`src/verilog/chuck_pkg.sv`:
```
package chuck_pkg;

    // ************************************************************
    // register map (word aligned byte offsets)
    // ************************************************************
    localparam logic [7:0] CFG_OFS      = 8'h00;
    localparam logic [7:0] CMD_OFS      = 8'h04;
    localparam logic [7:0] STATUS_OFS   = 8'h08;
    localparam logic [7:0] PULSE_OFS    = 8'h0C;
    localparam logic [7:0] TIMEOUT_OFS  = 8'h10;
    localparam logic [7:0] ALARM_OFS    = 8'h14;

    // ************************************************************
    // configuration field positions
    // ************************************************************
    localparam int CFG_CHUCK_DISABLE    = 0;
    localparam int CFG_INTERLOCK_OFF    = 1;
    localparam int CFG_CONT_CHECK       = 2;
    localparam int CFG_INNER_MODE       = 3;
    localparam int CFG_RESP_CHECK       = 4;
    localparam int CFG_PULSE_MODE       = 5;
    localparam int CFG_PEDAL_DISABLE    = 6;
    localparam logic [6:0] CFG_RESET    = 7'h00;

    // ************************************************************
    // command register bits (write one to issue)
    // ************************************************************
    localparam int CMD_CLAMP            = 0;
    localparam int CMD_RELEASE          = 1;
    localparam int CMD_CANCEL           = 2;

    // ************************************************************
    // alarm register bits (write one to clear)
    // ************************************************************
    localparam int ALM_CLAMP_TIMEOUT    = 0;
    localparam int ALM_RELEASE_TIMEOUT  = 1;
    localparam int ALM_PEDAL_HELD       = 2;
    localparam int ALM_INTERLOCK        = 3;
    localparam int ALM_UNEXPECTED_REL   = 4;
    localparam int ALM_SPINDLE_REFUSED  = 5;

    // ************************************************************
    // timing: default figures in microseconds, cycles at 200 MHz
    // ************************************************************
    localparam int CLK_MHZ              = 200;
    localparam int PULSE_WIDTH_US       = 100;
    localparam int RESP_TIMEOUT_US      = 1000;
    localparam logic [31:0] PULSE_CYCLES   = 32'(PULSE_WIDTH_US * CLK_MHZ);
    localparam logic [31:0] TIMEOUT_CYCLES = 32'(RESP_TIMEOUT_US * CLK_MHZ);

    // ************************************************************
    // sequencer states, gray along idle -> drive -> wait
    // ************************************************************
    typedef enum logic [1:0] {
        ST_IDLE  = 2'b00,
        ST_DRIVE = 2'b01,
        ST_WAIT  = 2'b11
    } seq_state_t;

endpackage

```
`src/verilog/hydraulic_chuck_sequencer.sv`:
```
// Notes on behaviour
// - manual mode takes clamp, release, cancel; cancel drops the drive.
// - chuck disable bit high removes commands and footswitch handling.
// - interlock-off bit low enables chuck/spindle interlock; high disables it.
// - continuous-check bit enables continuous monitoring of response inputs.
// - inner mode swaps clamp and release output pins, nothing else.
// - response check waits for in-position; shows green normal, yellow abnormal.
// - pulse-mode bit selects level or timed pulse outputs.
// - pedal-disable bit high ignores the footswitch.
// - clamp asserts clamp output; without checking, clamp completes immediately.
// - checked clamp needs clamp sense low, release sense high before timeout.
// - checked release needs release sense low, clamp sense high before timeout.
// - each footswitch press toggles between clamp and release.
// - entering manual or auto with footswitch pressed raises an alarm.
// - reset assumes released; first effective press clamps.
// - interlock: refuse chuck during spindle run; refuse spindle start while released.
// - footswitch ignored during automatic continuous execution.
// - failed or interrupted operation sets uncertain flag, flashing red, blocks start.
// - continuous checking watches for unexpected release while clamped.
// - cancel state sets a cancelled indication beside displayed state.
//
// Implementation choices: the register addresses and the Wishbone interface to the registers.
`timescale 1ns/1ps
`default_nettype none

module hydraulic_chuck_sequencer #(
    parameter logic [31:0] PULSE_CYCLES_DEF   = chuck_pkg::PULSE_CYCLES,
    parameter logic [31:0] TIMEOUT_CYCLES_DEF = chuck_pkg::TIMEOUT_CYCLES,
    parameter int          FLASH_BITS         = 24
) (
    input  wire logic        mclk_in,
    input  wire logic        rst_in,
    input  wire logic        estop_in,
    // classic wishbone slave
    input  wire logic        wb_cyc_in,
    input  wire logic        wb_stb_in,
    input  wire logic        wb_we_in,
    input  wire logic [7:0]  wb_adr_in,
    input  wire logic [3:0]  wb_sel_in,
    input  wire logic [31:0] wb_dat_in,
    output logic      [31:0] wb_dat_out,
    output logic             wb_ack_out,
    // machine context
    input  wire logic        manual_mode_in,
    input  wire logic        auto_mode_in,
    input  wire logic        auto_cont_in,
    input  wire logic        spindle_run_in,
    input  wire logic        spindle_start_req_in,
    input  wire logic        program_start_req_in,
    input  wire logic        footswitch_in,
    input  wire logic        clamp_sense_in,
    input  wire logic        release_sense_in,
    // valves and indications
    output logic             clamp_output_out,
    output logic             release_output_out,
    output logic             spindle_start_ok_out,
    output logic             program_start_ok_out,
    output logic             resp_green_out,
    output logic             resp_yellow_out,
    output logic             red_flash_out,
    output logic             cancelled_out,
    output logic             clamped_state_out,
    output logic             busy_out
);

    // ************************************************************
    // state record
    // ************************************************************
    typedef struct packed {
        logic [31:0]            rdata;
        logic                   ack;
        logic [6:0]             cfg;
        logic [31:0]            pulse_cycles;
        logic [31:0]            timeout_cycles;
        logic [5:0]             alarm;
        chuck_pkg::seq_state_t  st;
        logic                   target_clamp;   // direction of last operation, high for clamp
        logic                   clamped;        // logical chuck state
        logic                   cancelled;
        logic                   uncertain;
        logic                   resp_bad;
        logic [31:0]            pulse_cnt;
        logic [31:0]            tmo_cnt;
        logic                   drive;          // drive currently asserted
        logic                   pedal_prev;
        logic                   mode_prev;
        logic [FLASH_BITS-1:0]  flash;
        logic                   clamp_o;
        logic                   release_o;
        logic                   spin_ok;
        logic                   prog_ok;
    } state_t;

    state_t s;
    state_t next_s;

    logic bus_req;
    logic wr_cmd;
    logic [31:0] wmask;
    logic in_clamp_pos;
    logic in_release_pos;
    logic op_clamp;
    logic op_release;
    logic op_cancel;
    logic pedal_edge;
    logic mode_on;
    logic chuck_on;
    logic ilock_on;
    logic in_pos;
    logic [6:0] c;

    // ************************************************************
    // decode helpers
    // ************************************************************
    always_comb begin
        c        = s.cfg;
        chuck_on = !c[chuck_pkg::CFG_CHUCK_DISABLE];
        ilock_on = !c[chuck_pkg::CFG_INTERLOCK_OFF];
        bus_req  = wb_cyc_in && wb_stb_in && !s.ack;
        wmask    = {{8{wb_sel_in[3]}}, {8{wb_sel_in[2]}},
                    {8{wb_sel_in[1]}}, {8{wb_sel_in[0]}}};
        wr_cmd   = bus_req && wb_we_in && wb_adr_in == chuck_pkg::CMD_OFS && wb_sel_in[0];
        // sense inputs are active low
        in_clamp_pos   = !clamp_sense_in && release_sense_in;
        in_release_pos = !release_sense_in && clamp_sense_in;
        mode_on    = manual_mode_in || auto_mode_in;
        // edge detect on a press; inputs taken as already synchronous
        pedal_edge = footswitch_in && !s.pedal_prev;
        // footswitch only counts when enabled and not in continuous run
        op_clamp   = 1'b0;
        op_release = 1'b0;
        op_cancel  = 1'b0;
        if (chuck_on && manual_mode_in && wr_cmd) begin
            op_clamp   = wb_dat_in[chuck_pkg::CMD_CLAMP];
            op_release = wb_dat_in[chuck_pkg::CMD_RELEASE] && !wb_dat_in[chuck_pkg::CMD_CLAMP];
            op_cancel  = wb_dat_in[chuck_pkg::CMD_CANCEL];
        end
        if (chuck_on && pedal_edge && mode_on && !auto_cont_in
            && !c[chuck_pkg::CFG_PEDAL_DISABLE]) begin
            // reset leaves released, so first press clamps
            op_clamp   = !s.clamped;
            op_release = s.clamped;
        end
        in_pos = s.target_clamp ? in_clamp_pos : in_release_pos;
    end

    // ************************************************************
    // next-state logic
    // ************************************************************
    always_comb begin
        next_s            = s;
        next_s.ack        = bus_req;
        next_s.pedal_prev = footswitch_in;
        next_s.mode_prev  = mode_on;
        next_s.flash      = s.flash + 1'b1;

        // register writes with byte lanes
        if (bus_req && wb_we_in) begin
            if (wb_adr_in == chuck_pkg::CFG_OFS) begin
                if (wb_sel_in[0]) next_s.cfg = wb_dat_in[6:0];
            end else if (wb_adr_in == chuck_pkg::PULSE_OFS) begin
                next_s.pulse_cycles = (s.pulse_cycles & ~wmask) | (wb_dat_in & wmask);
            end else if (wb_adr_in == chuck_pkg::TIMEOUT_OFS) begin
                next_s.timeout_cycles = (s.timeout_cycles & ~wmask) | (wb_dat_in & wmask);
            end else if (wb_adr_in == chuck_pkg::ALARM_OFS) begin
                if (wb_sel_in[0]) next_s.alarm = s.alarm & ~wb_dat_in[5:0];
            end
        end

        // abnormality if a mode is entered with pedal held
        if (mode_on && !s.mode_prev && footswitch_in && chuck_on)
            next_s.alarm[chuck_pkg::ALM_PEDAL_HELD] = 1'b1;

        // spindle start refused while released under interlock
        next_s.spin_ok = !(chuck_on && ilock_on && !s.clamped);
        if (spindle_start_req_in && chuck_on && ilock_on && !s.clamped)
            next_s.alarm[chuck_pkg::ALM_SPINDLE_REFUSED] = 1'b1;
        next_s.prog_ok = !s.uncertain;

        // sequencer
        if (estop_in) begin
            // interrupted operation leaves position unknown
            if (s.st != chuck_pkg::ST_IDLE) next_s.uncertain = 1'b1;
            next_s.st      = chuck_pkg::ST_IDLE;
            next_s.clamped = 1'b0;
            next_s.drive   = 1'b0;
            next_s.cancelled = 1'b0;
        end else if (op_cancel) begin
            next_s.drive     = 1'b0;
            next_s.cancelled = 1'b1;
            if (s.st != chuck_pkg::ST_IDLE) next_s.uncertain = 1'b1;
            next_s.st        = chuck_pkg::ST_IDLE;
        end else if ((op_clamp || op_release) && ilock_on && spindle_run_in) begin
            next_s.alarm[chuck_pkg::ALM_INTERLOCK] = 1'b1;
        end else if (op_clamp || op_release) begin
            next_s.target_clamp = op_clamp;
            next_s.clamped      = op_clamp;   // logical state kept in pulse mode
            next_s.drive        = 1'b1;
            next_s.cancelled    = 1'b0;
            next_s.pulse_cnt    = s.pulse_cycles;
            next_s.tmo_cnt      = s.timeout_cycles;
            next_s.st           = c[chuck_pkg::CFG_RESP_CHECK] ? chuck_pkg::ST_WAIT
                                                               : chuck_pkg::ST_DRIVE;
            if (!c[chuck_pkg::CFG_RESP_CHECK]) next_s.uncertain = 1'b0;
        end else begin
            // pulse timing, independent of the wait
            if (s.drive && c[chuck_pkg::CFG_PULSE_MODE]) begin
                if (s.pulse_cnt <= 32'h0000_0001) next_s.drive = 1'b0;
                else next_s.pulse_cnt = s.pulse_cnt - 32'h0000_0001;
            end
            case (s.st)
                chuck_pkg::ST_IDLE: begin
                end
                chuck_pkg::ST_DRIVE: begin
                    next_s.st = chuck_pkg::ST_IDLE;
                end
                chuck_pkg::ST_WAIT: begin
                    if (in_pos) begin
                        next_s.st        = chuck_pkg::ST_IDLE;
                        next_s.uncertain = 1'b0;
                        next_s.resp_bad  = 1'b0;
                        next_s.tmo_cnt   = 32'h0000_0000;
                    end else if (s.tmo_cnt <= 32'h0000_0001) begin
                        next_s.st        = chuck_pkg::ST_IDLE;
                        next_s.uncertain = 1'b1;
                        next_s.resp_bad  = 1'b1;
                        if (s.target_clamp)
                            next_s.alarm[chuck_pkg::ALM_CLAMP_TIMEOUT] = 1'b1;
                        else
                            next_s.alarm[chuck_pkg::ALM_RELEASE_TIMEOUT] = 1'b1;
                    end else begin
                        next_s.tmo_cnt = s.tmo_cnt - 32'h0000_0001;
                    end
                end
                default: next_s.st = chuck_pkg::ST_IDLE;
            endcase
        end

        // continuous monitoring for an unexpected release while clamped
        if (chuck_on && c[chuck_pkg::CFG_CONT_CHECK] && s.st == chuck_pkg::ST_IDLE
            && s.clamped && !s.cancelled && !in_clamp_pos) begin
            next_s.alarm[chuck_pkg::ALM_UNEXPECTED_REL] = 1'b1;
            next_s.resp_bad = 1'b1;
        end

        // function absent: outputs quiet
        if (!chuck_on) next_s.drive = 1'b0;

        // pin mapping; inner mode swaps the pins, one pin at a time
        next_s.clamp_o   = next_s.drive && (next_s.target_clamp ^ c[chuck_pkg::CFG_INNER_MODE]);
        next_s.release_o = next_s.drive && !(next_s.target_clamp ^ c[chuck_pkg::CFG_INNER_MODE]);

        // read mux
        next_s.rdata = 32'h0000_0000;
        if (bus_req && !wb_we_in) begin
            if (wb_adr_in == chuck_pkg::CFG_OFS) begin
                next_s.rdata = {25'h0, s.cfg};
            end else if (wb_adr_in == chuck_pkg::STATUS_OFS) begin
                next_s.rdata = {24'h0, s.resp_bad, s.uncertain, s.cancelled, s.clamped,
                                s.target_clamp, s.drive, s.st};
            end else if (wb_adr_in == chuck_pkg::PULSE_OFS) begin
                next_s.rdata = s.pulse_cycles;
            end else if (wb_adr_in == chuck_pkg::TIMEOUT_OFS) begin
                next_s.rdata = s.timeout_cycles;
            end else if (wb_adr_in == chuck_pkg::ALARM_OFS) begin
                next_s.rdata = {26'h0, s.alarm};
            end
        end
    end

    // ************************************************************
    // state register
    // ************************************************************
    always_ff @(posedge mclk_in) begin
        if (rst_in) begin
            s <= '{cfg: chuck_pkg::CFG_RESET, pulse_cycles: PULSE_CYCLES_DEF,
                   timeout_cycles: TIMEOUT_CYCLES_DEF, st: chuck_pkg::ST_IDLE,
                   spin_ok: 1'b1, prog_ok: 1'b1, default: '0};
        end else begin
            s <= next_s;
        end
    end

    // ************************************************************
    // outputs from flip-flops; lights, red flash and busy gated from them
    // ************************************************************
    assign wb_dat_out           = s.rdata;
    assign wb_ack_out           = s.ack;
    assign clamp_output_out     = s.clamp_o;
    assign release_output_out   = s.release_o;
    assign spindle_start_ok_out = s.spin_ok;
    assign program_start_ok_out = s.prog_ok;
    assign resp_green_out       = s.cfg[chuck_pkg::CFG_RESP_CHECK] && !s.resp_bad;
    assign resp_yellow_out      = s.cfg[chuck_pkg::CFG_RESP_CHECK] && s.resp_bad;
    assign red_flash_out        = s.uncertain && s.flash[FLASH_BITS-1];
    assign cancelled_out        = s.cancelled;
    assign clamped_state_out    = s.clamped;
    assign busy_out             = s.st != chuck_pkg::ST_IDLE;

endmodule

`default_nettype wire

```
`config.mk`:
```
export PLATFORM = sky130hd
export DESIGN_NAME = hydraulic_chuck_sequencer
export DESIGN_NICKNAME = d
export VERILOG_FILES = /design/src/verilog/chuck_pkg.sv /design/src/verilog/hydraulic_chuck_sequencer.sv
export SDC_FILE = /design/constraint.sdc
export NUM_CORES = 1
export LEC_CHECK = 0
export BUFFER_PORTS_ARGS = -buffer_cell sky130_fd_sc_hd__clkbuf_2
export CORE_MARGIN = 5
export CORE_UTILIZATION = 31
export DETAILED_ROUTE_END_ITERATION = 10
export HOLD_SLACK_MARGIN = 0.03
export SLEW_MARGIN = 20
export SYNTH_ARGS = -nofsm -noshare
export SYNTH_HDL_FRONTEND = slang
export SYNTH_SLANG_ARGS = --single-unit
```
`constraint.sdc`:
```
create_clock -name mclk_in -period 2.9 [get_ports mclk_in]
set_input_delay 0.29 -clock mclk_in [delete_from_list [all_inputs] [get_ports mclk_in]]
set_output_delay 0.29 -clock mclk_in [all_outputs]
set_load 0.05 [all_outputs]
```
Yosys cells after proc, flatten, opt, wreduce, memory -nomap -nowiden
Cells that the tools add are included.
- register bits: 212
- input port bits: 59
- output and inout port bits: 43
- logic and storage cells: 229
- $add $sub $neg: 3
- order comparisons: 2
- equality and inequality tests: 26
- multiplexer cells: 62
- bitwise gates (word level): 15
- reduce and logical (&&, ||, !) cells: 94
- operators with widths (cell ; number):
    $mux 32 ; 7
    $mux 65 ; 3
    $and 32x32->32 ; 3
    $mux 74 ; 1
    $le 32x1->1 const B ; 2
    $or 32x32->32 ; 2
    $sub 32x1->32 const B ; 2
    $mux 6 ; 7
    $logic_and 1x1->1 ; 37
    $not 32->32 ; 1
    $reduce_bool 2->1 ; 14
    $mux 1 ; 26
    $mux 2 ; 13
    $add 24x1->24 const B ; 1
    $ne 2x2->1 const B ; 12
    $reduce_and 6->1 ; 4
    $logic_not 1->1 ; 18
    $eq 8x4->1 const B ; 2
    $eq 8x5->1 const B ; 2
    $reduce_and 3->1 ; 4
    $reduce_and 5->1 ; 2
    $eq 8x3->1 const B ; 1
    $logic_not 8->1 ; 1
    $mux 8 ; 1
    other kinds (22) ; 36

Longest topological paths before layout
Gate-level depths: netlist of the first run.
- word-level depth: 19
- depth in mapped cells: 10
- gate-level depth less buffers: 8

Least setup slack after synthesis of the first run
OpenSTA, ideal clock, no wires.
- kind: register to register
- from: register s, in the netlist wb_ack_out
- to: register s[44] (netlist bit)
- library setup time: 0.130 ns
- arrival time: 2.279 ns
- required time: 2.770 ns
- path slack: 0.491 ns
- stages on the path, launching flop included: 10
- buffers on the path: 3
- period minus slack after synthesis: 2.409 ns
- path through: dfxtp_1 and4b_1 and4_1 buf_2 a211o_1 o2bb2ai_2 buf_2 buf_2 o211ai_1 o31ai_1
- cells in the longest elaborated chain, start to end: 13
- elaborated cells on any way between the ends: 20
- those cells by class: eq/ne: 1; mux: 6; bitwise: 2; reduce/logical: 11
- ends and longest elaborated chain (item ; RTL line ; RTL):
    start, declared ; hydraulic_chuck_sequencer.sv:94 ; state_t s;
    start signal, assigned ; hydraulic_chuck_sequencer.sv:276 ; s <= '{cfg: chuck_pkg::CFG_RESET, pulse_cycles: PULSE_CYCLES_DEF,
    start signal, assigned ; hydraulic_chuck_sequencer.sv:280 ; s <= next_s;
    $logic_not 1->1 * ; hydraulic_chuck_sequencer.sv:119 ; bus_req = wb_cyc_in && wb_stb_in && !s.ack;
    $logic_and 1x1->1 * ; hydraulic_chuck_sequencer.sv:119 ;
    $logic_and 1x1->1 * (3 in series) ; hydraulic_chuck_sequencer.sv:122 ; wr_cmd = bus_req && wb_we_in && wb_adr_in == chuck_pkg::CMD_OFS && wb_sel_in[0];
    $logic_and 1x1->1 * ; hydraulic_chuck_sequencer.sv:133 ; if (chuck_on && manual_mode_in && wr_cmd) begin
    $mux 1 ; hydraulic_chuck_sequencer.sv:133 ;
    $mux 1 ; hydraulic_chuck_sequencer.sv:138 ; if (chuck_on && pedal_edge && mode_on && !auto_cont_in
    $logic_or 1x1->1 ; hydraulic_chuck_sequencer.sv:193, hydraulic_chuck_sequencer.sv:195 ;
    $logic_and 1x1->1 (2 in series) ; hydraulic_chuck_sequencer.sv:193 ; end else if ((op_clamp || op_release) && ilock_on && spindle_run_in) begin
    $not 1->1 (no source line) ; n/a ;
    $reduce_and 5->1 (no source line) ; n/a ;
Mark *: on every way between the ends. The rest lies on a longest branch, timed or not.
A chain may end at the register's enable or synchronous reset.

Worst setup path in the final report of the first run
- from: register s, in the netlist c[6]
- to: register s[53] (netlist bit)
- cells in the longest elaborated chain, start to end: 8
- elaborated cells on any way between the ends: 12
- those cells by class: eq/ne: 1; mux: 3; bitwise: 1; reduce/logical: 7
- ends and longest elaborated chain (item ; RTL line ; RTL):
    $logic_not 1->1 * ; hydraulic_chuck_sequencer.sv:139 ; && !c[chuck_pkg::CFG_PEDAL_DISABLE]) begin
    $logic_and 1x1->1 * ; hydraulic_chuck_sequencer.sv:139 ;
    $mux 1 ; hydraulic_chuck_sequencer.sv:138 ;
    $logic_or 1x1->1 * ; hydraulic_chuck_sequencer.sv:193, hydraulic_chuck_sequencer.sv:195 ;
    $logic_and 1x1->1 (2 in series) ; hydraulic_chuck_sequencer.sv:193 ;
    $not 1->1 (no source line) ; n/a ;
    $reduce_and 5->1 (no source line) ; n/a ;
Marked as above.

==> results.py, run 1 <==
metrics = {
    "outcome": {
        "status": "completed",
    },
    "synth": {
        "syn_avg_cell_area_sq_um": 8.443,
        "yosysWarnings": 0,
        "synth_edf_count": 0,
        "synth_cell_types": 80,
        "netlist_area_sq_um": 10550,
        "syn_inst": 1249,
        "synth-seq-cells": 212,
        "synth.yosys.seq_area_share": 0.4025,
        "postSynth.asyncResetShare": 0,
        "syn_nets": 1313,
        "synth_flop_cell": "dfxtp_1",
    },
    "detailed_routing": {
        "routedWlPerCell_um": 18.72,
        "drtPass1Iterations": 5,
        "drtIter0Drc": 882,
        "via_per_inst": 5.497,
        "ant_nets": 0,
        "vias": 9862,
        "drt_wl_total_um": 33580,
        "drc": 0,
    },
    "sta": {
        "maxSlewHeadroom": 0.2736,
        "final_hold_viol_count": 0,
        "fin_tns_setup_ns": 0,
        "fmax_mhz": 363.0,
        "rsz0062_at_grt": "false",
        "post-route-period-util": 0.9499,
        "max_slew.worst_pin.slew_ns": 1.087,
        "finalCriticalPeriod_ns": 2.755,
        "fin_worst_skew_ns": 0.01299,
        "drv_slew": 0,
        "setup_violations": 0,
    },
    "clock_tree": {
        "cts.sinks": 212,
        "worstSkewPairLatency_ns": 0.52,
        "numCtsBuffers": 24,
        "cts_tree": "built",
        "clk_pin_slew_worst_paths_ns": 0.06,
        "ctsRootBufferMaster": "clkbuf_16",
        "cts_htree_levels": 1,
        "clock_path_buffers": 3,
    },
    "floorplanning": {
        "core_area_sq_um": 33530,
        "rows": 67,
        "initial_core_util": 0.3145,
        "die_y_um": 194.4,
        "pin_count": 102,
        "die_w_um": 194.4,
        "dieArea_sq_um": 37810,
    },
    "grt": {
        "grt_start_max_net_pins": 164,
        "overflow": 0,
        "grt.total_usage": 0.1678,
        "antenna_found_initial": 0,
        "grt_pass1_wl_um": 52970,
        "grt_pass1_vias": 9438,
    },
    "critical_path": {
        "critical_path_class": "register to register",
        "rr_startpoint": "c[6]$_SDFFE_PP0P_",
        "cp-start-kind": "register",
        "crit_required_ns": 3.27,
        "critPathCaptureType": "register",
        "worstPathArrival_ns": 3.12,
        "path_max_fanout": 15,
        "crit_path_start": "c[6]$_SDFFE_PP0P_",
    },
    "finish": {
        "fillCellCount": 3432,
        "areaGrowthSynthToFinish_pct": 19.74,
        "nets": 1393,
        "antennaDiodeCount": 0,
        "drive_gt1_frac": 0.1657,
        "seqCellArea_sq_um": 4244,
        "multi_input_area_sq_um": 5630,
        "finalInstanceArea_sq_um": 12630,
    },
    "placed_design": {
        "place_area_sq_um": 11470,
        "gp_congestion": 0.8970,
        "place_hpwl_um": 22820,
        "portBuffers": 100,
    },
    "run": {
        "cap_violations": 0,
    },
    "hold_path": {
        "hold_path.class": "input port to register",
        "min-delay-start": "wb_dat_in[26]",
    },
    "power": {
        "ir_drop_mv": 0.4487,
        "leakage_uw": 0.004947,
        "power_density_nw_per_um2": 592.0,
    },
}
-- where the power goes --
part / switching (uW) / internal (uW) / leakage, uW / total [uW]
registers: 32.8 / 2940 / 0.00171 / 2980
logic: 647 / 420 / 0.00280 / 1070
clock network: 1250 / 2180 / 0.000435 / 3430
total: 1930 / 5540 / 0.00495 / 7480
-- cell usage after synthesis, drive strengths merged (7+ instances only) --
cell,count,share of area
xnor2,10,0.0083
mux2i,65,0.062
o31ai,43,0.031
and4,12,0.010
a21oi,99,0.047
dfxtp,212,0.40
nand2,95,0.034
a22oi,45,0.032
a31oi,11,0.0065
clkbuf,51,0.018
nand4,10,0.0059
a211oi,14,0.010
nor2b,7,0.0042
or3,16,0.0096
o311ai,15,0.012
nor2,150,0.054
and3,21,0.013
nand3,30,0.015
nor3,47,0.022
inv,16,0.0057
o211ai,28,0.020
mux2,7,0.0075
a211o,9,0.0075
and2,9,0.0053
o21ai,46,0.022
xor2,12,0.010
nor4,23,0.017
buf,73,0.044
-- layer usage --
layer,global-route usage,wire length (um),up-vias,share of wire
li1,-,-,4739,-
met5,0,0,-,0
met1,0.2472,15990,4710,0.48
met4,0.04427,873,0,0.026
met2,0.2564,14780,352,0.44
met3,0.02510,1938,61,0.058
-- path summary, 6_finish.rpt --
path                                      endpoint  slack, ns  depth (start not counted)
worst max register to register  s[53]$_SDFFE_PP0P_       0.15                          7
worst min register to register     s[4]$_SDFF_PP0_       0.45                          1
worst max-delay path            s[53]$_SDFFE_PP0P_       0.15                          7
worst min-delay path                      register       0.05                          3
-- cells by family (layout without fill, tap and decap cells) --
group	Yosys count	in the layout	synth area share
and+or+nand+nor	448	448	0.2113
adders and majority gates	5	5	0.005933
AOI/OAI and AO/OA	349	349	0.2247
xor gates and xnor gates	22	22	0.01827
buffers and inverters	141	238	0.06811
muxes	72	72	0.06917
DFF	212	212	0.4025
-- layout make-up --
type | count | area share
well taps | 448 | 0.04439
inverters | 17 | 0.005054
repair buffers | 178 | 0.09810
clock buffers | 32 | 0.05400
clock inverters | 11 | 0.01645
flip-flops and latches | 212 | 0.3361
multi-input cells | 896 | 0.4459
-- placed cells by master, fill, tap and decap left out, types with 7 or more instances in the layout --
master | Yosys | final
dfxtp_1 | 212 | 212
nor2_1 | 149 | 149
clkbuf_2 | 0 | 99
a21oi_1 | 99 | 97
nand2_1 | 93 | 93
mux2i_1 | 65 | 65
nor3_1 | 47 | 47
buf_4 | 35 | 47
a22oi_1 | 45 | 45
o21ai_0 | 44 | 44
o31ai_1 | 43 | 43
nand3_1 | 29 | 29
o211ai_1 | 27 | 27
clkbuf_16 | 0 | 25
dlygate4sd3_1 | 0 | 25
nor4_1 | 20 | 20
and3_1 | 20 | 20
inv_1 | 16 | 16
or3_1 | 15 | 15
a211oi_1 | 14 | 14
and4_1 | 12 | 12
xor2_1 | 12 | 12
a31oi_1 | 11 | 11
nand4_1 | 10 | 10
o311ai_1 | 10 | 10
xnor2_1 | 10 | 10
and2_1 | 9 | 9
a211o_1 | 9 | 9
nor2b_1 | 7 | 7
mux2_2 | 7 | 7
buf_12 | 0 | 7
-- stage by stage --
stage	power (uW)	cells	setup slack (ns)	util	hold slack, ns
final	7475	1794	0.1453	0.3766	0.05170
after global routing	7774	1794	0.05912	0.3766	0.05686
after CTS	7529	1794	0.1631	0.3762	0.03415
after detailed placement	4058	1726	0.07392	0.3422	0.4454
after global placement	4047	1726	0.1575	0.3422	0.4271
after floorplan	3721	1249	0.4911	-	0.3767
-- repair_timing --
item,4_1_cts,5_1_grt
setup buffers,0,0
gates resized for setup,0,2
hold buffers,25,0
hold endpoints to repair,39,0
endpoints found under the setup margin,0,4
-- critical path, stage by stage (launching register included) --
cell,delay [ns]
dfxtp_1,0.33
or4b_1,0.53
or3_1,0.54
a2bb2oi_2,0.26
o2bb2ai_2,0.23
buf_4,0.23
o311ai_1,0.35
o31ai_1,0.12
No activity file was read; power rests on OpenSTA's default activity.
==> inputs of run 2 (changes only) <==
- CTS_CLUSTER_DIAMETER: default -> 120
- REMOVE_ABC_BUFFERS: default -> 1
==> run 2 against run 1 <==
Net effect:
- wire length rose by 0.61%
- first-iteration DRC count is 13% lower
- die area stayed put
- clock power is 13% lower
- utilization down 0.25 points
- final cell count is 0.45% higher
- non-clock buffer count grew 7
- fmax rose by 0.14%
- global-route usage increased by 0.26 points
- worst hold slack got worse by 0.014 ns
- critical endpoint is now s[32]$_SDFFE_PP0P_
- largest cell class unchanged
- largest power group is now sequential cells
==> results.py, run 2 (synthesis results as in run 1) <==
metrics = {
    "outcome": {
        "status": "completed",
    },
    "critical_path": {
        "critical_path_class": "input port to register",
        "crit_slowest_cell": "dlygate4sd3_1",
        "ff2ff_setup_slack_ns": 0.17,
        "max_stage_delay_ns": 0.53,
        "critPathCaptureType": "register",
        "cp-start-kind": "input port",
        "path_cells": "dlygate4sd3_1 -> clkbuf_2 -> or4b_1 -> or3_1 -> a2bb2oi_2 -> o2bb2ai_2 -> buf_4 -> nor2_2 -> a311oi_1",
        "crit_required_ns": 3.26,
        "worstPathArrival_ns": 3.11,
        "path_max_fanout": 30,
    },
    "clock_tree": {
        "cts_htree_levels": 1,
        "worstSkewPairLatency_ns": 0.52,
        "clk_pin_slew_worst_paths_ns": 0.06,
        "clock_path_buffers": 3,
        "cts.sinks": 212,
        "numCtsBuffers": 25,
        "cts_resized": 0,
        "ctsRootBufferMaster": "clkbuf_16",
        "cts_tree": "built",
    },
    "finish": {
        "seqCellArea_sq_um": 4244,
        "layout_common_cells": "dfxtp_1, nor2_1, clkbuf_2",
        "nets": 1401,
        "fillCellCount": 3447,
        "areaGrowthSynthToFinish_pct": 18.96,
        "antennaDiodeCount": 0,
        "drive_gt1_frac": 0.1706,
        "multi_input_area_sq_um": 5617,
        "final_common_cell": "dfxtp_1",
        "fin_util": 0.3741,
        "finalInstanceArea_sq_um": 12540,
    },
    "grt": {
        "grt_pass1_wl_um": 53490,
        "overflow": 0,
        "antenna_found_initial": 0,
        "grt_pass1_vias": 9576,
        "grt_start_max_net_pins": 86,
        "grt.total_usage": 0.1704,
    },
    "floorplanning": {
        "die_y_um": 194.4,
        "die_w_um": 194.4,
        "initial_core_util": 0.3145,
        "rows": 67,
        "dieArea_sq_um": 37810,
        "pin_count": 102,
        "core_area_sq_um": 33530,
    },
    "sta": {
        "rsz0062_at_grt": "false",
        "fmax_mhz": 363.5,
        "fin_tns_setup_ns": 0,
        "final_hold_viol_count": 0,
        "setup_violations": 0,
        "maxSlewHeadroom": 0.3434,
        "fin_worst_skew_ns": 0.01594,
        "drv_slew": 0,
        "finalCriticalPeriod_ns": 2.751,
        "max_slew.worst_pin.slew_ns": 0.9849,
        "post-route-period-util": 0.9486,
        "worst_hold_slack_ns": 0.03756,
    },
    "power": {
        "leakage_uw": 0.004907,
        "combPwrFrac": 0.151,
        "intPower_uw": 5080,
        "seqPwrFrac": 0.424,
        "ir_drop_mv": 0.5110,
        "swShare": 0.2758,
        "p_sw_uw": 1935,
        "power_density_nw_per_um2": 559.2,
        "pwr-share-clk": 0.424,
    },
    "placed_design": {
        "place_hpwl_um": 23680,
        "portBuffers": 100,
        "gp_congestion": 0.8756,
        "place_area_sq_um": 11540,
    },
    "detailed_routing": {
        "vias": 9919,
        "routedWlPerCell_um": 18.75,
        "drt_wl_total_um": 33780,
        "drtPass1Iterations": 5,
        "drtIter0Drc": 764,
        "drc": 0,
        "ant_nets": 0,
        "via_per_inst": 5.504,
    },
    "hold_path": {
        "hold_path.class": "input port to register",
    },
    "run": {
        "cap_violations": 0,
    },
}
==> run 2: path summary, 6_finish.rpt <==
path,depth (start not counted),end,start
setup / recovery,9,s[32]$_SDFFE_PP0P_,footswitch_in
hold / removal,3,register,wb_dat_in[23]
setup reg to reg,7,s[32]$_SDFFE_PP0P_,c[6]$_SDFFE_PP0P_
hold reg to reg,1,s[4]$_SDFF_PP0_,s[4]$_SDFF_PP0_
==> run 2: power by group through the flow <==
stage / Sequential, uW / Clock [uW] / Combinational [uW]
floorplan: 3040 / 0 / 626
global placement: 3040 / 0 / 1010
detailed placement: 3040 / 0 / 1020
CTS: 2970 / 3040 / 1050
global route: 2980 / 3180 / 1160
finish: 2980 / 2980 / 1060
==> run 2: layout make-up <==
class,count,share of cell area
repair buffers,185,0.1025
well taps,448,0.04468
clock inverters,8,0.004488
clock buffers,36,0.05715
multi-input cells,896,0.4477
inverters,17,0.005087
flip-flops and latches,212,0.3383
==> run 2: timing repair <==
item,in CTS,in global routing
hold endpoints to repair,30,0
hold buffers,23,0
buffers inserted,0,0
==> run 2: critical path, delay by kind of cell <==
kind	cells	cell delay (ns)
and+or+nand+nor	3	1.36
AOI/OAI and AO/OA	3	0.55
buffers and inverters	3	0.89
==> run 2: metrics by stage <==
| stage | total power [uW] | setup slack [ns] | cells |
|---|---|---|---|
| 2_1_floorplan | 3664 | -1.473 | 1125 |
| 4_1_cts | 7064 | 0.1879 | 1802 |
| 5_1_grt | 7316 | 0.03948 | 1802 |
| 3_3_place_gp | 4051 | 0.2137 | 1735 |
| 3_5_place_dp | 4059 | 0.1738 | 1735 |
| 6_report | 7015 | 0.1492 | 1802 |
==> run 2: routing by layer <==
metal / wire, um / global-route usage
met5: 0 / 0
met3: 1747 / 0.02735
met1: 14980 / 0.2241
met4: 1085 / 0.05417
met2: 15970 / 0.2871
==> inputs of run 3 (changes only) <==
- ABC_AREA: default -> 1
==> run 3 against run 2 <==
Net effect:
- combinational power grew 12%
- fmax grew 14%
- clock power grew 13%
- clock skew shrank 0.0042 ns
- die area grew 3.3%
- cell area grew 0.32%
- largest power group is now the clock network
==> results.py, run 3 <==
metrics = {
    "synth": {
        "yosysWarnings": 0,
        "yosys-top-cells-area": "dfxtp_1, nand2_1, nor2_1",
        "synth_edf_count": 0,
        "postSynth.asyncResetShare": 0,
        "yosysMostFrequentCell": "nand2_1",
        "synth-seq-cells": 212,
        "synth.yosys.seq_area_share": 0.3889,
        "syn_inst": 1639,
        "syn_avg_cell_area_sq_um": 6.658,
        "netlist_area_sq_um": 10910,
        "synth_top_area_frac": 0.3889,
        "synth_largest_area_cell": "dfxtp_1",
        "synth_cell_types": 46,
        "synthTopCellsByCount": "nand2_1, nor2_1, dfxtp_1",
        "synth_flop_cell": "dfxtp_1",
    },
    "detailed_routing": {
        "drtIter0Drc": 569,
        "vias": 10410,
        "routedWlPerCell_um": 14.70,
        "drt_wl_total_um": 31980,
        "drc": 0,
        "drtPass1Iterations": 5,
        "ant_nets": 0,
        "via_per_inst": 4.786,
    },
    "placed_design": {
        "gp_congestion": 0.9263,
        "portBuffers": 100,
        "place_hpwl_um": 23370,
        "dp_cells": 2119,
    },
    "critical_path": {
        "rr_startpoint": "wb_ack_out$_SDFF_PP0_",
        "cp-start-kind": "input port",
        "critical_path_class": "input port to register",
        "crit_required_ns": 3.34,
        "path_max_fanout": 38,
        "crit_path_start": "wb_stb_in",
        "worstPathArrival_ns": 2.85,
        "critPathCaptureType": "register",
    },
    "floorplanning": {
        "dieArea_sq_um": 39050,
        "die_y_um": 197.6,
        "rows": 68,
        "die_w_um": 197.6,
        "initial_core_util": 0.3151,
        "pin_count": 102,
        "core_area_sq_um": 34630,
    },
    "finish": {
        "drive_gt1_frac": 0.1162,
        "areaGrowthSynthToFinish_pct": 15.33,
        "final_common_cell": "nand2_1",
        "fin_cells": 2176,
        "nets": 1768,
        "layout_common_cells": "nand2_1, nor2_1, dfxtp_1",
        "antennaDiodeCount": 0,
    },
    "sta": {
        "final_hold_viol_count": 0,
        "finalCriticalPeriod_ns": 2.410,
        "fmax_mhz": 415.0,
        "drv_slew": 0,
        "maxSlewHeadroom": 0.4985,
        "post-route-period-util": 0.8310,
        "setup_violations": 0,
        "max_slew.worst_pin.slew_ns": 0.7495,
        "rsz0062_at_grt": "false",
        "worst_hold_slack_ns": 0.05706,
        "fin_worst_skew_ns": 0.01178,
    },
    "clock_tree": {
        "cts_tree": "built",
        "ctsRootBufferMaster": "clkbuf_16",
        "cts_htree_levels": 1,
        "numCtsBuffers": 24,
        "clock_path_buffers": 3,
        "worstSkewPairLatency_ns": 0.52,
        "cts.sinks": 212,
        "clk_pin_slew_worst_paths_ns": 0.06,
        "cts_resized": 0,
    },
    "grt": {
        "grt.total_usage": 0.1596,
        "antenna_found_initial": 1,
        "overflow": 0,
        "grt_start_max_net_pins": 80,
        "grt_pass1_wl_um": 51330,
        "grt_pass1_vias": 9971,
    },
    "hold_path": {
        "hold_path.class": "input port to register",
        "min-delay-start": "wb_dat_in[23]",
    },
    "power": {
        "ir_drop_mv": 0.4048,
        "power_density_nw_per_um2": 601.1,
        "leakage_uw": 0.005491,
        "power_uw": 7565,
    },
    "outcome": {
        "status": "completed",
    },
    "run": {
        "cap_violations": 0,
    },
}
run 3: changes by cell type after synthesis, moves of 20 or more:
cell and change:
inv_1 +136, nand2_1 +267, and3_1 -20, o211ai_1 -21
o31ai_1 -43, a22oi_1 -45, xor2_1 +23, clkbuf_1 -23
nor3_1 -34, a21oi_1 +22, mux2i_1 -64, nand3_1 +33
nor2_1 +162, o21ai_0 +117
run 3: cell families after synthesis:
kind of cell | Yosys count | share of synthesized area
and+or+nand+nor | 796 | 0.3031
AOI/OAI and AO/OA | 324 | 0.1572
buffers and inverters | 252 | 0.1048
DFF | 212 | 0.3889
xor gates and xnor gates | 49 | 0.03933
adders and majority gates | 5 | 0.005733
muxes | 1 | 0.0009174
run 3: path summary, 6_finish.rpt:
| path | endpoint | slack, ns | depth (start not counted) |
|---|---|---|---|
| worst min-delay path | register | 0.06 | 3 |
| worst max-delay path | s[72]$_SDFFE_PP0P_ | 0.49 | 12 |
| worst min register to register | wb_dat_out[10]$_SDFF_PP0_ | 0.46 | 2 |
| worst max register to register | s[72]$_SDFFE_PP0P_ | 0.53 | 11 |
run 3: worst max-delay path: stages:
cell and delay [ns]:
dlygate4sd3_1 0.52, clkbuf_2 0.13, nand4_4 0.17, nor2_8 0.22
nand3_4 0.11, nand2_2 0.21, inv_2 0.16, nand2_1 0.14
nand2_4 0.06, inv_2 0.54, nand2_1 0.13, a21oi_1 0.16
run 3: through the flow:
step / worst slack [ns] / utilization / setup TNS (ns) / instance area (sq um)
finish: 0.4901 / 0.3634 / 0 / 12580
detailed placement: 0.5208 / 0.3341 / 0 / 11570
global route: 0.2776 / 0.3634 / 0 / 12580
global placement: 0.5163 / 0.3341 / 0 / 11570
CTS: 0.5393 / 0.3634 / 0 / 12580
floorplan: -0.1457 / - / -2.405 / 10380
run 3: routing by layer:
| metal | vias to the layer above | track usage | part of all wire | routed length, um |
|---|---|---|---|---|
| met5 | - | 0 | 0.00025 | 8 |
| met2 | 245 | 0.2807 | 0.49 | 15640 |
| met1 | 4769 | 0.2033 | 0.43 | 13660 |
| met3 | 56 | 0.02320 | 0.055 | 1767 |
| met4 | 2 | 0.04693 | 0.028 | 902 |
| li1 | 5342 | - | - | - |
run 3: what timing repair did:
action | in CTS | in global routing
endpoints found under the setup margin | 0 | 0
hold endpoints to repair | 13 | 0
hold buffers | 14 | 0
buffers inserted | 0 | 0
run 3: area by class of cell:
cell class                      instances  area (sq um)
Fill cell                            3633         22040
Timing Repair Buffer                  128         758.2
Inverter                              163         613.1
Clock inverter                         13         201.4
Clock buffer                           30         674.4
Tap cell                              455         569.3
Multi-Input combinational cell       1175          5524
Sequential cell                       212          4244
run 3: report_power, final:
part           internal (uW)  switching [uW]
Sequential              2960            54.0
Clock                   2090            1260
Combinational            422             768
